==> src/hw/afsc_pkg.sv <==
package afsc_pkg;

  // framing bytes
  localparam logic [7:0] DELIM_BYTE = 8'h7E;
  localparam logic [7:0] ESC_BYTE = 8'h7D;
  localparam logic [7:0] XON_BYTE = 8'h11;
  localparam logic [7:0] XOFF_BYTE = 8'h13;
  localparam logic [7:0] ESC_XOR = 8'h20;
  localparam logic [7:0] CSUM_GOOD = 8'hFF;
  localparam logic [7:0] CSUM_BASE = 8'hFF;
  localparam logic [7:0] ZERO_BYTE = 8'h00;

  // framing_mode_select encodings
  localparam logic [1:0] MODE_TRANSPARENT = 2'h0;
  localparam logic [1:0] MODE_FRAMED = 2'h1;
  localparam logic [1:0] MODE_ESCAPED = 2'h2;

  // status frame sent back on a bad incoming frame: type byte then cause byte
  localparam logic [7:0] STATUS_FRAME_TYPE = 8'hC0;
  localparam logic [15:0] STATUS_FRAME_LEN = 16'h0002;
  localparam logic [7:0] ERR_NONE = 8'h00;
  localparam logic [7:0] ERR_CHECKSUM = 8'h01;
  localparam logic [7:0] ERR_ABANDONED = 8'h02;
  localparam logic [7:0] ERR_EMPTY = 8'h03;

  // data positions inside frame data (0 = frame type)
  localparam logic [15:0] POS_FRAME_TYPE = 16'h0000;
  localparam logic [15:0] POS_FRAME_ID = 16'h0001;
  localparam logic [15:0] LEN_ZERO = 16'h0000;
  localparam logic [15:0] CNT_ONE = 16'h0001;

  typedef struct packed {
    logic valid;
    logic sof;
    logic [7:0] data;
  } afsc_beat_t;

  typedef enum logic [4:0] {
    RX_HUNT = 5'b00001,
    RX_LEN_HI = 5'b00010,
    RX_LEN_LO = 5'b00100,
    RX_DATA = 5'b01000,
    RX_CSUM = 5'b10000
  } afsc_rx_state_t;

  typedef enum logic [5:0] {
    TX_IDLE = 6'b000001,
    TX_DELIM = 6'b000010,
    TX_LEN_HI = 6'b000100,
    TX_LEN_LO = 6'b001000,
    TX_DATA = 6'b010000,
    TX_CSUM = 6'b100000
  } afsc_tx_state_t;

  function automatic logic needs_escape(input logic [7:0] b);
    needs_escape = (b == DELIM_BYTE) || (b == ESC_BYTE) || (b == XON_BYTE) || (b == XOFF_BYTE);
  endfunction : needs_escape

  function automatic logic [7:0] csum_add(input logic [7:0] acc, input logic [7:0] b);
    csum_add = acc + b;
  endfunction : csum_add

endpackage : afsc_pkg

==> src/hw/afsc_codec.sv <==
`timescale 1ns/100ps
// Operation
// - modes 0 transparent, 1 framed, 2 escaped
// - escaped mode only on the UART port
// - delimiter, length, data, then checksum
// - start delimiter 0x7E marks frame start
// - length is big-endian count of data bytes
// - bytes before delimiter are dropped silently
// - bad frames flagged on usr_rx_bad_out after their data is passed on, status frame returned
// - escaped mode: raw 0x7E restarts frame
// - escape is 0x7D then byte xor 0x20
// - escape 0x7E, 0x7D, 0x11, 0x13
// - delimiter itself is never escaped
// - length and checksum ignore escape bytes
// - first data byte is the frame type
// - multi-byte values go most significant first
// - checksum is 0xFF minus low sum byte
// - data sum plus checksum must be 0xFF
// - zero frame id suppresses the response
module afsc_codec (
  input wire logic clk_sys_in,
  input wire logic rst_in,
  input wire logic [1:0] framing_mode_select_in,
  input wire logic port_is_uart_in,
  input wire logic ser_rx_valid_in,
  input wire logic [7:0] ser_rx_data_in,
  output logic ser_tx_valid_out,
  output logic [7:0] ser_tx_data_out,
  input wire logic ser_tx_ready_in,
  output afsc_pkg::afsc_beat_t usr_rx_beat_out,
  output logic usr_rx_good_out,
  output logic usr_rx_bad_out,
  output logic usr_rx_resp_wanted_out,
  input wire logic usr_tx_valid_in,
  input wire logic [7:0] usr_tx_data_in,
  input wire logic [15:0] usr_tx_len_in,
  output logic usr_tx_ready_out
);

  typedef struct packed {
    afsc_pkg::afsc_rx_state_t rx_st;
    logic [15:0] rx_len;
    logic [15:0] rx_cnt;
    logic [7:0] rx_sum;
    logic rx_id_zero;
    afsc_pkg::afsc_beat_t rx_beat;
    logic rx_good;
    logic rx_bad;
    logic rx_resp;
    logic stat_pend;
    logic [7:0] stat_code;
    afsc_pkg::afsc_tx_state_t tx_st;
    logic tx_src_stat;
    logic [7:0] tx_code;
    logic [15:0] tx_len;
    logic [15:0] tx_cnt;
    logic [7:0] tx_sum;
  } afsc_codec_st_t;

  afsc_codec_st_t st_reg;
  afsc_codec_st_t st_next;

  logic [1:0] mode_eff;
  logic framed;
  logic esc_en;
  afsc_pkg::afsc_beat_t ub;
  logic esc_in_valid;
  logic [7:0] esc_in_data;
  logic esc_in_raw;
  logic esc_in_ready;
  logic [7:0] err_code;

  // escaped framing degrades to plain framing on a non-UART port
  always_comb begin
    mode_eff = framing_mode_select_in;
    if (framing_mode_select_in == afsc_pkg::MODE_ESCAPED && !port_is_uart_in) begin
      mode_eff = afsc_pkg::MODE_FRAMED;
    end else if (framing_mode_select_in > afsc_pkg::MODE_ESCAPED) begin
      mode_eff = afsc_pkg::MODE_TRANSPARENT;
    end
  end

  assign framed = (mode_eff != afsc_pkg::MODE_TRANSPARENT);
  assign esc_en = (mode_eff == afsc_pkg::MODE_ESCAPED);

  afsc_unescape u_unesc (
    .clk_sys_in(clk_sys_in),
    .rst_in(rst_in),
    .esc_en_in(esc_en),
    .byte_valid_in(ser_rx_valid_in),
    .byte_data_in(ser_rx_data_in),
    .beat_out(ub)
  );

  afsc_escape u_esc (
    .clk_sys_in(clk_sys_in),
    .rst_in(rst_in),
    .esc_en_in(esc_en),
    .in_valid_in(esc_in_valid),
    .in_data_in(esc_in_data),
    .in_raw_in(esc_in_raw),
    .in_ready_out(esc_in_ready),
    .out_valid_out(ser_tx_valid_out),
    .out_data_out(ser_tx_data_out),
    .out_ready_in(ser_tx_ready_in)
  );

  // receive path
  always_comb begin
    err_code = afsc_pkg::ERR_NONE;
    st_next = st_reg;
    st_next.rx_beat.valid = 1'b0;
    st_next.rx_beat.sof = 1'b0;
    st_next.rx_good = 1'b0;
    st_next.rx_bad = 1'b0;
    st_next.rx_resp = 1'b0;
    if (!framed) begin
      st_next.rx_st = afsc_pkg::RX_HUNT;
      st_next.rx_cnt = afsc_pkg::LEN_ZERO;
      st_next.rx_sum = afsc_pkg::ZERO_BYTE;
      if (ub.valid) begin
        st_next.rx_beat = '{valid: 1'b1, sof: 1'b0, data: ub.data};
      end
    end else if (ub.valid) begin
      if (ub.sof && (st_reg.rx_st == afsc_pkg::RX_HUNT || esc_en)) begin
        if (st_reg.rx_st != afsc_pkg::RX_HUNT) begin
          st_next.rx_bad = 1'b1;
          err_code = afsc_pkg::ERR_ABANDONED;
        end
        st_next.rx_st = afsc_pkg::RX_LEN_HI;
        st_next.rx_cnt = afsc_pkg::LEN_ZERO;
        st_next.rx_sum = afsc_pkg::ZERO_BYTE;
      end else begin
        case (st_reg.rx_st)
          afsc_pkg::RX_HUNT: begin
            st_next.rx_st = afsc_pkg::RX_HUNT;
          end
          afsc_pkg::RX_LEN_HI: begin
            st_next.rx_len[15:8] = ub.data;
            st_next.rx_st = afsc_pkg::RX_LEN_LO;
          end
          afsc_pkg::RX_LEN_LO: begin
            st_next.rx_len[7:0] = ub.data;
            if ({st_reg.rx_len[15:8], ub.data} == afsc_pkg::LEN_ZERO) begin
              // no room for a frame type: refuse rather than pass an empty frame
              st_next.rx_bad = 1'b1;
              err_code = afsc_pkg::ERR_EMPTY;
              st_next.rx_st = afsc_pkg::RX_HUNT;
            end else begin
              st_next.rx_st = afsc_pkg::RX_DATA;
            end
          end
          afsc_pkg::RX_DATA: begin
            // sof flags the frame type byte
            st_next.rx_beat = '{valid: 1'b1, sof: (st_reg.rx_cnt == afsc_pkg::POS_FRAME_TYPE), data: ub.data};
            st_next.rx_sum = afsc_pkg::csum_add(st_reg.rx_sum, ub.data);
            if (st_reg.rx_cnt == afsc_pkg::POS_FRAME_ID) begin
              st_next.rx_id_zero = (ub.data == afsc_pkg::ZERO_BYTE);
            end
            st_next.rx_cnt = st_reg.rx_cnt + afsc_pkg::CNT_ONE;
            if (st_reg.rx_cnt + afsc_pkg::CNT_ONE == st_reg.rx_len) begin
              st_next.rx_st = afsc_pkg::RX_CSUM;
            end
          end
          afsc_pkg::RX_CSUM: begin
            if (afsc_pkg::csum_add(st_reg.rx_sum, ub.data) == afsc_pkg::CSUM_GOOD) begin
              st_next.rx_good = 1'b1;
              // a one-byte frame carries no id, so no response is asked for
              st_next.rx_resp = (st_reg.rx_len > afsc_pkg::POS_FRAME_ID) && !st_reg.rx_id_zero;
            end else begin
              st_next.rx_bad = 1'b1;
              err_code = afsc_pkg::ERR_CHECKSUM;
            end
            st_next.rx_st = afsc_pkg::RX_HUNT;
            st_next.rx_cnt = afsc_pkg::LEN_ZERO;
            st_next.rx_sum = afsc_pkg::ZERO_BYTE;
          end
          default: begin
            st_next.rx_st = afsc_pkg::RX_HUNT;
          end
        endcase
      end
    end

    // transmit path
    esc_in_valid = 1'b0;
    esc_in_data = afsc_pkg::ZERO_BYTE;
    esc_in_raw = 1'b0;
    usr_tx_ready_out = 1'b0;
    case (st_reg.tx_st)
      afsc_pkg::TX_IDLE: begin
        if (!framed) begin
          esc_in_valid = usr_tx_valid_in;
          esc_in_data = usr_tx_data_in;
          esc_in_raw = 1'b1;
          usr_tx_ready_out = esc_in_ready;
        end else if (st_reg.stat_pend) begin
          // status frames go first; they are short and report host errors
          st_next.stat_pend = 1'b0;
          st_next.tx_src_stat = 1'b1;
          st_next.tx_code = st_reg.stat_code;
          st_next.tx_len = afsc_pkg::STATUS_FRAME_LEN;
          st_next.tx_st = afsc_pkg::TX_DELIM;
        end else if (usr_tx_valid_in) begin
          st_next.tx_src_stat = 1'b0;
          st_next.tx_len = usr_tx_len_in;
          st_next.tx_st = afsc_pkg::TX_DELIM;
        end
        st_next.tx_cnt = afsc_pkg::LEN_ZERO;
        st_next.tx_sum = afsc_pkg::ZERO_BYTE;
      end
      afsc_pkg::TX_DELIM: begin
        esc_in_valid = 1'b1;
        esc_in_data = afsc_pkg::DELIM_BYTE;
        esc_in_raw = 1'b1;
        if (esc_in_ready) begin
          st_next.tx_st = afsc_pkg::TX_LEN_HI;
        end
      end
      afsc_pkg::TX_LEN_HI: begin
        esc_in_valid = 1'b1;
        esc_in_data = st_reg.tx_len[15:8];
        if (esc_in_ready) begin
          st_next.tx_st = afsc_pkg::TX_LEN_LO;
        end
      end
      afsc_pkg::TX_LEN_LO: begin
        esc_in_valid = 1'b1;
        esc_in_data = st_reg.tx_len[7:0];
        if (esc_in_ready) begin
          st_next.tx_st = (st_reg.tx_len == afsc_pkg::LEN_ZERO) ? afsc_pkg::TX_CSUM : afsc_pkg::TX_DATA;
        end
      end
      afsc_pkg::TX_DATA: begin
        if (st_reg.tx_src_stat) begin
          esc_in_valid = 1'b1;
          esc_in_data = (st_reg.tx_cnt == afsc_pkg::POS_FRAME_TYPE) ? afsc_pkg::STATUS_FRAME_TYPE : st_reg.tx_code;
        end else begin
          esc_in_valid = usr_tx_valid_in;
          esc_in_data = usr_tx_data_in;
          usr_tx_ready_out = esc_in_ready;
        end
        if (esc_in_valid && esc_in_ready) begin
          st_next.tx_sum = afsc_pkg::csum_add(st_reg.tx_sum, esc_in_data);
          st_next.tx_cnt = st_reg.tx_cnt + afsc_pkg::CNT_ONE;
          if (st_reg.tx_cnt + afsc_pkg::CNT_ONE == st_reg.tx_len) begin
            st_next.tx_st = afsc_pkg::TX_CSUM;
          end
        end
      end
      afsc_pkg::TX_CSUM: begin
        esc_in_valid = 1'b1;
        esc_in_data = afsc_pkg::CSUM_BASE - st_reg.tx_sum;
        if (esc_in_ready) begin
          st_next.tx_st = afsc_pkg::TX_IDLE;
        end
      end
      default: begin
        st_next.tx_st = afsc_pkg::TX_IDLE;
      end
    endcase

    // a new failure outranks the clear of the pending flag; latest cause kept
    if (err_code != afsc_pkg::ERR_NONE) begin
      st_next.stat_pend = 1'b1;
      st_next.stat_code = err_code;
    end
    if (!framed) begin
      st_next.stat_pend = 1'b0;
    end
  end

  always_ff @(posedge clk_sys_in) begin
    if (rst_in) begin
      st_reg <= '0;
      st_reg.rx_st <= afsc_pkg::RX_HUNT;
      st_reg.tx_st <= afsc_pkg::TX_IDLE;
    end else begin
      st_reg <= st_next;
    end
  end

  assign usr_rx_beat_out = st_reg.rx_beat;
  assign usr_rx_good_out = st_reg.rx_good;
  assign usr_rx_bad_out = st_reg.rx_bad;
  assign usr_rx_resp_wanted_out = st_reg.rx_resp;

endmodule : afsc_codec

==> src/hw/afsc_escape.sv <==
`timescale 1ns/100ps
module afsc_escape (
  input wire logic clk_sys_in,
  input wire logic rst_in,
  input wire logic esc_en_in,
  input wire logic in_valid_in,
  input wire logic [7:0] in_data_in,
  input wire logic in_raw_in,
  output logic in_ready_out,
  output logic out_valid_out,
  output logic [7:0] out_data_out,
  input wire logic out_ready_in
);

  typedef struct packed {
    logic out_valid;
    logic [7:0] out_data;
    logic pend;
    logic [7:0] pend_data;
  } afsc_esc_st_t;

  afsc_esc_st_t st_reg;
  afsc_esc_st_t st_next;
  logic take;

  // a pending second half blocks new input so the pair never splits
  assign in_ready_out = !st_reg.pend && (!st_reg.out_valid || out_ready_in);
  assign take = in_valid_in && in_ready_out;

  always_comb begin
    st_next = st_reg;
    if (st_reg.out_valid && out_ready_in) begin
      if (st_reg.pend) begin
        st_next.out_data = st_reg.pend_data ^ afsc_pkg::ESC_XOR;
        st_next.pend = 1'b0;
      end else begin
        st_next.out_valid = 1'b0;
      end
    end
    if (take) begin
      st_next.out_valid = 1'b1;
      if (esc_en_in && !in_raw_in && afsc_pkg::needs_escape(in_data_in)) begin
        st_next.out_data = afsc_pkg::ESC_BYTE;
        st_next.pend = 1'b1;
        st_next.pend_data = in_data_in;
      end else begin
        st_next.out_data = in_data_in;
      end
    end
  end

  always_ff @(posedge clk_sys_in) begin
    if (rst_in) begin
      st_reg <= '0;
    end else begin
      st_reg <= st_next;
    end
  end

  assign out_valid_out = st_reg.out_valid;
  assign out_data_out = st_reg.out_data;

endmodule : afsc_escape

==> src/hw/afsc_unescape.sv <==
`timescale 1ns/100ps
module afsc_unescape (
  input wire logic clk_sys_in,
  input wire logic rst_in,
  input wire logic esc_en_in,
  input wire logic byte_valid_in,
  input wire logic [7:0] byte_data_in,
  output afsc_pkg::afsc_beat_t beat_out
);

  typedef struct packed {
    logic pend;
    afsc_pkg::afsc_beat_t beat;
  } afsc_unesc_st_t;

  afsc_unesc_st_t st_reg;
  afsc_unesc_st_t st_next;

  always_comb begin
    st_next = st_reg;
    st_next.beat.valid = 1'b0;
    st_next.beat.sof = 1'b0;
    if (byte_valid_in) begin
      if (byte_data_in == afsc_pkg::DELIM_BYTE) begin
        // a raw delimiter always marks a frame start, even right after an escape
        st_next.beat = '{valid: 1'b1, sof: 1'b1, data: byte_data_in};
        st_next.pend = 1'b0;
      end else if (esc_en_in && st_reg.pend) begin
        st_next.beat = '{valid: 1'b1, sof: 1'b0, data: byte_data_in ^ afsc_pkg::ESC_XOR};
        st_next.pend = 1'b0;
      end else if (esc_en_in && byte_data_in == afsc_pkg::ESC_BYTE) begin
        st_next.pend = 1'b1;
      end else begin
        st_next.beat = '{valid: 1'b1, sof: 1'b0, data: byte_data_in};
      end
    end
    if (!esc_en_in) begin
      st_next.pend = 1'b0;
    end
  end

  always_ff @(posedge clk_sys_in) begin
    if (rst_in) begin
      st_reg <= '0;
    end else begin
      st_reg <= st_next;
    end
  end

  assign beat_out = st_reg.beat;

endmodule : afsc_unescape

==> config.mk <==
export PLATFORM = sky130hd
export DESIGN_NAME = afsc_codec
export DESIGN_NICKNAME = d
export VERILOG_FILES = /design/src/hw/afsc_pkg.sv /design/src/hw/afsc_codec.sv /design/src/hw/afsc_escape.sv /design/src/hw/afsc_unescape.sv
export SDC_FILE = /design/constraint.sdc
export NUM_CORES = 1
export LEC_CHECK = 0
export BUFFER_PORTS_ARGS = -buffer_cell sky130_fd_sc_hd__buf_4
export CELL_PAD_IN_SITES_DETAIL_PLACEMENT = 0
export CELL_PAD_IN_SITES_GLOBAL_PLACEMENT = 2
export CORE_MARGIN = 5
export CORE_UTILIZATION = 35
export DETAILED_ROUTE_END_ITERATION = 10
export GPL_ROUTABILITY_DRIVEN = 0
export PLACE_DENSITY_LB_ADDON = 0.1
export SYNTH_ARGS = -nofsm -noshare
export SYNTH_HDL_FRONTEND = slang
export SYNTH_SLANG_ARGS = --single-unit
==> constraint.sdc <==
create_clock -name clk_sys_in -period 4 [get_ports clk_sys_in]
set_input_delay 1 -clock clk_sys_in [delete_from_list [all_inputs] [get_ports clk_sys_in]]
set_output_delay 1 -clock clk_sys_in [all_outputs]
set_load 0.005 [all_outputs]
==> qor.yml, run 1 <==
hpwl_um: 18230
ir_worst_vdd_v: 0.0001597
drcViolationCount: 0
placementRows: 57
yosysSeqAreaShare_pct: 33.09
yosysWarningCount: 0
syn_area_per_cell_um2: 8.089
power_density_nw_per_um2: 349.0
grt_pass1_vias: 7090
crit_path_end_kind: "output pin"
synthesis.nets: 1108
ios: 63
cts_sinks: 140
chipWidth_um: 165.6
crit_chain: "or4_4 -> or2_2 -> nand2_1 -> and3_1 -> buf_4"
initial_core_util_pct: 35.13
grt_first_pass_wirelength_um: 40510
clockBufferDepth: 2
worstMarginPinSlew_ps: 989.5
first_iter_violations: 423
gr-total-overflow: 0
maxSlewViolCount: 0
cts_tree: "done"
syn_inst: 1047
die-area_um2: 27410
arrival_ps: 2360
start_kind: "flip-flop"
clkTransAtPathRegs_ps: 60
cts_resized: 0
wl_per_cell_um: 18.01
post_cts_buffers: 0
layout-drive-gt1-share_pct: 14.29
hold_violations: 0
finalSetupViolations: 0
viasPerCell: 5.337
hold_buffers: 0
area_delta_synth_final_pct: 13.80
drt-pass1-iter-count: 5
synth_area_um2: 8469
grt_max_degree: 52
die_h_um: 165.6
skew_ps: 10.37
vias: 7483
antenna_left: 0
nets: 1126
leakage_nw: 3.787
multi_input_area_um2: 5131
fillers: 2581
crit_family: "simple AND/OR/NAND/NOR gates"
rsz0062_at_grt: "no"
crit_path_top_delay_cell: "or4_4"
hold_class: "flip-flop to flip-flop"
period_share_pct: 84.03
crit_type: "flip-flop to output pin"
numCtsBuffers: 17
whs_ps: 458.6
max_freq_mhz: 297.5
register_area_um2: 2803
grt_usage_pct: 18.84
htreeDepth: 4
fin_area_um2: 9638
critPathRequiredTime_ps: 3000
min_period_ps: 3361
setup_tns_ps: 0
coreArea_um2: 24110
fin_util_pct: 39.98
ys.flop_type: "dfxtp_1"
path_max_fanout: 11
diodes: 0
critPathBufInv: 1
slowest_delay_ps: 600
synth_edf_count: 0
clock_latency_ps: 430
post_synth_num_cell_types: 85
maxCapViolations: 0
drt-total-wl_um: 25250
antenna_found_initial: 0
place_area_um2: 9082
fin_total_pwr_mw: 3.364
slew_headroom_pct: 32.33
io_buffers: 62
largest_register_ffs: 98
outcome: "complete, no violations"
async_flop_share_pct: 0
root_buffer: "clkbuf_16"
synth-seq-cells: 140
Yosys cell counts, drive strengths merged (4+ instances only):
cell type | number | area share, %
a21oi | 88 | 5.2
nand2b | 8 | 0.59
nand4b | 5 | 0.52
mux2i | 40 | 4.7
xnor2 | 28 | 2.9
clkbuf | 49 | 2.2
mux2 | 4 | 0.71
or3 | 12 | 0.89
a22oi | 7 | 0.62
dfxtp | 140 | 33
nand2 | 60 | 2.7
and4 | 7 | 0.75
and2 | 11 | 0.81
o21a | 5 | 0.44
nor3 | 18 | 1.3
nor2b | 19 | 1.4
or2 | 6 | 0.44
nand3b | 15 | 1.3
nand4 | 15 | 1.4
a211oi | 5 | 0.44
a31oi | 9 | 0.66
buf | 37 | 2.9
a21o | 8 | 0.71
or4 | 11 | 1.0
a2111oi | 5 | 0.52
o211ai | 4 | 0.41
and3 | 13 | 0.96
inv | 28 | 1.2
a21boi | 4 | 0.35
nor3b | 20 | 1.9
nor4 | 26 | 2.4
a2111o | 6 | 0.81
o31ai | 5 | 0.44
nor2 | 139 | 6.2
o21ai | 61 | 3.6
xor2 | 25 | 2.8
ha | 19 | 2.8
a311oi | 5 | 0.52
nand3 | 35 | 2.1
nor4b | 5 | 0.59
cells in the final DEF (no fill, tap or decap), types with 6 or more instances in the layout:
cell type / Yosys / final
a21o_1: 8 / 8
a21oi_1: 88 / 88
a22oi_1: 7 / 7
a31oi_1: 9 / 9
and2_1: 11 / 11
and3_1: 13 / 13
and4_1: 6 / 6
buf_4: 19 / 85
clkbuf_16: 0 / 17
dfxtp_1: 140 / 140
ha_1: 19 / 19
inv_1: 28 / 28
inv_6: 0 / 7
mux2i_1: 40 / 40
nand2_1: 60 / 60
nand2b_1: 8 / 8
nand3_1: 35 / 35
nand3b_1: 15 / 15
nand4_1: 13 / 13
nor2_1: 138 / 138
nor2b_1: 19 / 19
nor3_1: 16 / 16
nor3b_1: 18 / 18
nor4_1: 20 / 20
nor4_2: 6 / 6
o21ai_0: 59 / 59
or3_1: 12 / 12
or4_1: 10 / 10
xnor2_1: 28 / 28
xor2_1: 23 / 23
through the flow:
stage | setup WS (ps) | instances
after floorplan | 824.4 | 1047
after global placement | 530.0 | 1370
after detailed placement | 507.6 | 1370
after CTS | 619.6 | 1402
after global routing | 319.6 | 1402
final | 638.9 | 1402
power by group:
part	switching [mW]	leakage, nW	total, mW	internal, mW
combinational	0.212	2.38	0.367	0.155
sequential	0.0430	1.13	1.47	1.42
clock	0.713	0.270	1.53	0.817
total	0.968	3.79	3.36	2.40
layout make-up:
class	count	share of cell area, %
multi-input combinational	793	53.24
sequential	140	29.08
timing repair buffer	85	6.621
clock buffer	17	4.414
tap	324	4.206
clock inverter	15	1.350
inverter	28	1.090
worst paths after layout:
| check | start | to | slack (ps) | depth (start not counted) |
|---|---|---|---|---|
| worst max-delay path | st_reg[51] | usr_tx_ready_out | 640 | 5 |
| worst min-delay path | u_esc.st_reg[1] | u_esc.st_reg[1] | 460 | 2 |
| worst max register to register | st_reg[8] | st_reg[6] | 790 | 16 |
| worst min register to register | u_esc.st_reg[1] | u_esc.st_reg[1] | 460 | 2 |
cell families (layout without fill, tap and decap cells):
logic type | Yosys count | after routing | share of synthesized area, %
adders and majority gates | 21 | 21 | 3.280
xor gates and xnor gates | 54 | 54 | 5.924
DFF | 140 | 140 | 33.09
and+or+nand+nor | 431 | 431 | 27.77
muxes | 44 | 44 | 5.437
AOI/OAI and AO/OA | 243 | 243 | 18.17
buffers and inverters | 114 | 145 | 6.323
per-layer routing:
layer	track usage (%)	part of all wire, %	wire length [µm]	up-vias
met5	0	0	0	-
met4	4.837	1.5	367	0
met3	3.251	2.8	709	21
met2	30.99	48	12180	116
met1	25.66	48	11990	3557
li1	-	-	-	3789
worst register-to-register path, delay by kind of cell (launching register included):
kind | cells | cell delay, ps
AOI/OAI and AO/OA | 6 | 1040
and+or+nand+nor | 5 | 1020
adders and majority gates | 3 | 540
DFF | 1 | 390
buffers and inverters | 2 | 160
No activity file was read; power rests on OpenSTA's default activity.
==> run 2, diff against run 1 <==
==> constraint.sdc (replaced) <==
create_clock -name clk_sys_in -period 3.4 [get_ports clk_sys_in]
set_input_delay 0.85 -clock clk_sys_in [delete_from_list [all_inputs] [get_ports clk_sys_in]]
set_output_delay 0.85 -clock clk_sys_in [all_outputs]
set_load 0.005 [all_outputs]
==> run 2 against run 1 <==
Worst hold slack worse by 1.5 ps; cell count up 1.8%; global-route usage barely moved; routed wire length grew 1.2%; critical path depth did not move; final area is 2.5% higher; clock skew grew 2.9 ps; critical path type unchanged; largest power group unchanged.
==> qor.yml, run 2 (synthesis results as in run 1) <==
met1_length_um: 12160  # +1.4%
cts_tree: "done"
crit_type: "flip-flop to output pin"
setup_ws_ps: 183.6  # -455.3 ps
initial_core_util_pct: 35.13  # unchanged
antenna_found_initial: 0  # unchanged
coreArea_um2: 24110  # unchanged
leakage_nw: 3.944  # +4.1%
area_delta_synth_final_pct: 16.65
die_h_um: 165.6  # unchanged
setup_tns_ps: 0  # unchanged
dp_worst_setup_slack_ps: 81.44  # -426.1 ps
drcViolationCount: 0  # unchanged
htreeDepth: 4  # unchanged
layout_commonest_cell: "dfxtp_1"
place_area_um2: 9255  # +1.9%
fin_area_um2: 9879  # +2.5%
dr_wl_met2_um: 12630  # +3.7%
top_layer_used: "met4"
grt_max_degree: 59  # +13%
wl_per_cell_um: 17.90  # -0.59%
root_buffer: "clkbuf_16"
outcome: "complete, no violations"
hold_violations: 0  # unchanged
ir_worst_vdd_v: 0.0001852  # +16%
layout-drive-gt1-share_pct: 16.32  # +2.0 points
grt_pass1_vias: 7390  # +4.2%
clock_latency_ps: 430  # about the same
maxSlewViolCount: 0  # unchanged
slew_headroom_pct: 54.10  # +22 points
clkTransAtPathRegs_ps: 60  # about the same
critPathRequiredTime_ps: 2550  # -450 ps
antenna_left: 0  # unchanged
hold_class: "flip-flop to flip-flop"
wl_met3_um: 474  # -33%
drt-total-wl_um: 25550  # +1.2%
viasPerCell: 5.315  # -0.41%
path_max_fanout: 11  # unchanged
grt_usage_pct: 18.82  # -0.025 points
io_buffers: 62  # unchanged
fillers: 2610  # +1.1%
r2r-start: "st_reg[16]"
r2r_slack_ps: 290  # -500 ps
placementRows: 57  # unchanged
die-area_um2: 27410  # unchanged
r2r-end: "st_reg[7]"
arrival_ps: 2370  # about the same
drt-pass1-iter-count: 5  # unchanged
final_cell_mix: "dfxtp_1 (140), nor2_1 (138), buf_4 (110)"
power_density_nw_per_um2: 414.5  # +19%
first_iter_violations: 356  # -16%
max_freq_mhz: 310.9
fin_total_pwr_mw: 4.095  # +22%
rsz0062_at_grt: "no"
crit_path_end: "usr_tx_ready_out"
startpoint: "st_reg[51]"
grt_first_pass_wirelength_um: 40630  # +0.29%
worstMarginPinSlew_ps: 688.6  # -301.0 ps
vias: 7585  # +1.4%
numCtsBuffers: 17  # unchanged
clockBufferDepth: 2  # unchanged
cts_sinks: 140  # unchanged
hpwl_um: 18930  # +3.9%
crit_path_end_kind: "output pin"
ios: 63  # unchanged
period_share_pct: 94.60
chipWidth_um: 165.6  # unchanged
nets: 1151  # +2.2%
worst_r2r_path_depth: 12  # -4
skew_ps: 13.32  # +2.946 ps
largest_register_ffs: 98  # unchanged
start_kind: "flip-flop"
finalSetupViolations: 0  # unchanged
min_period_ps: 3216
hold_buffers: 0  # unchanged
maxCapViolations: 0  # unchanged
gr-total-overflow: 0  # unchanged
diodes: 0  # unchanged
==> run 2: per-stage QoR <==
stage | hold WS [ps] | std cells | util, %
after floorplan | 434.9 | 1047 | -
after global placement | 443.3 | 1393 | 38.39
after detailed placement | 452.5 | 1393 | 38.39
after CTS | 461.0 | 1425 | 40.89
after global routing | 487.2 | 1427 | 40.98
final | 457.1 | 1427 | 40.98
==> run 2: power breakdown <==
group          total, mW  switching (mW)  internal, mW  leakage [nW]
clock               1.93           0.819          1.11         0.290
sequential          1.72          0.0436          1.67          1.13
combinational      0.449           0.259         0.191          2.52
==> run 2: final cells by class <==
type | count | area [µm²] | share of cell area, %
clock buffers | 17 | 425.4 | 4.306
clock inverters | 15 | 176.4 | 1.786
inverters | 28 | 105.1 | 1.064
multi-input cells | 793 | 5139 | 52.01
flip-flops and latches | 140 | 2803 | 28.37
well taps | 324 | 405.4 | 4.103
repair buffers | 110 | 825.8 | 8.359
==> run 2: how the worst min path moves through the flow <==
stage / from / to / slack (ps) / cells past startpoint
floorplan: u_esc.st_reg[1] / u_esc.st_reg[1] / 430 / 2
global route: u_esc.st_reg[1] / u_esc.st_reg[1] / 490 / 2
finish: u_esc.st_reg[1] / u_esc.st_reg[1] / 460 / 2
CTS: u_esc.st_reg[1] / u_esc.st_reg[1] / 460 / 2
detailed placement: u_esc.st_reg[1] / u_esc.st_reg[1] / 450 / 2
global placement: u_esc.st_reg[1] / u_esc.st_reg[1] / 440 / 2
==> run 2: timing repair <==
action / in CTS / in global routing
gates resized for setup: 0 / 3
buffers inserted: 0 / 2
endpoints found under the setup margin: 0 / 3
==> run 2: worst max-delay path, stage by stage, from the launching register on <==
cell	delay (ps)
dfxtp_1	390
or4_4	600
or2_2	460
nand2_1	150
and3_1	220
buf_4	130
==> run 2: metal layers <==
metal | GRT usage (%) | vias to the layer above
li1 | - | 3839
met1 | 24.67 | 3642
met2 | 32.68 | 82
met3 | 2.829 | 22
met4 | 4.312 | 0
met5 | 0 | -
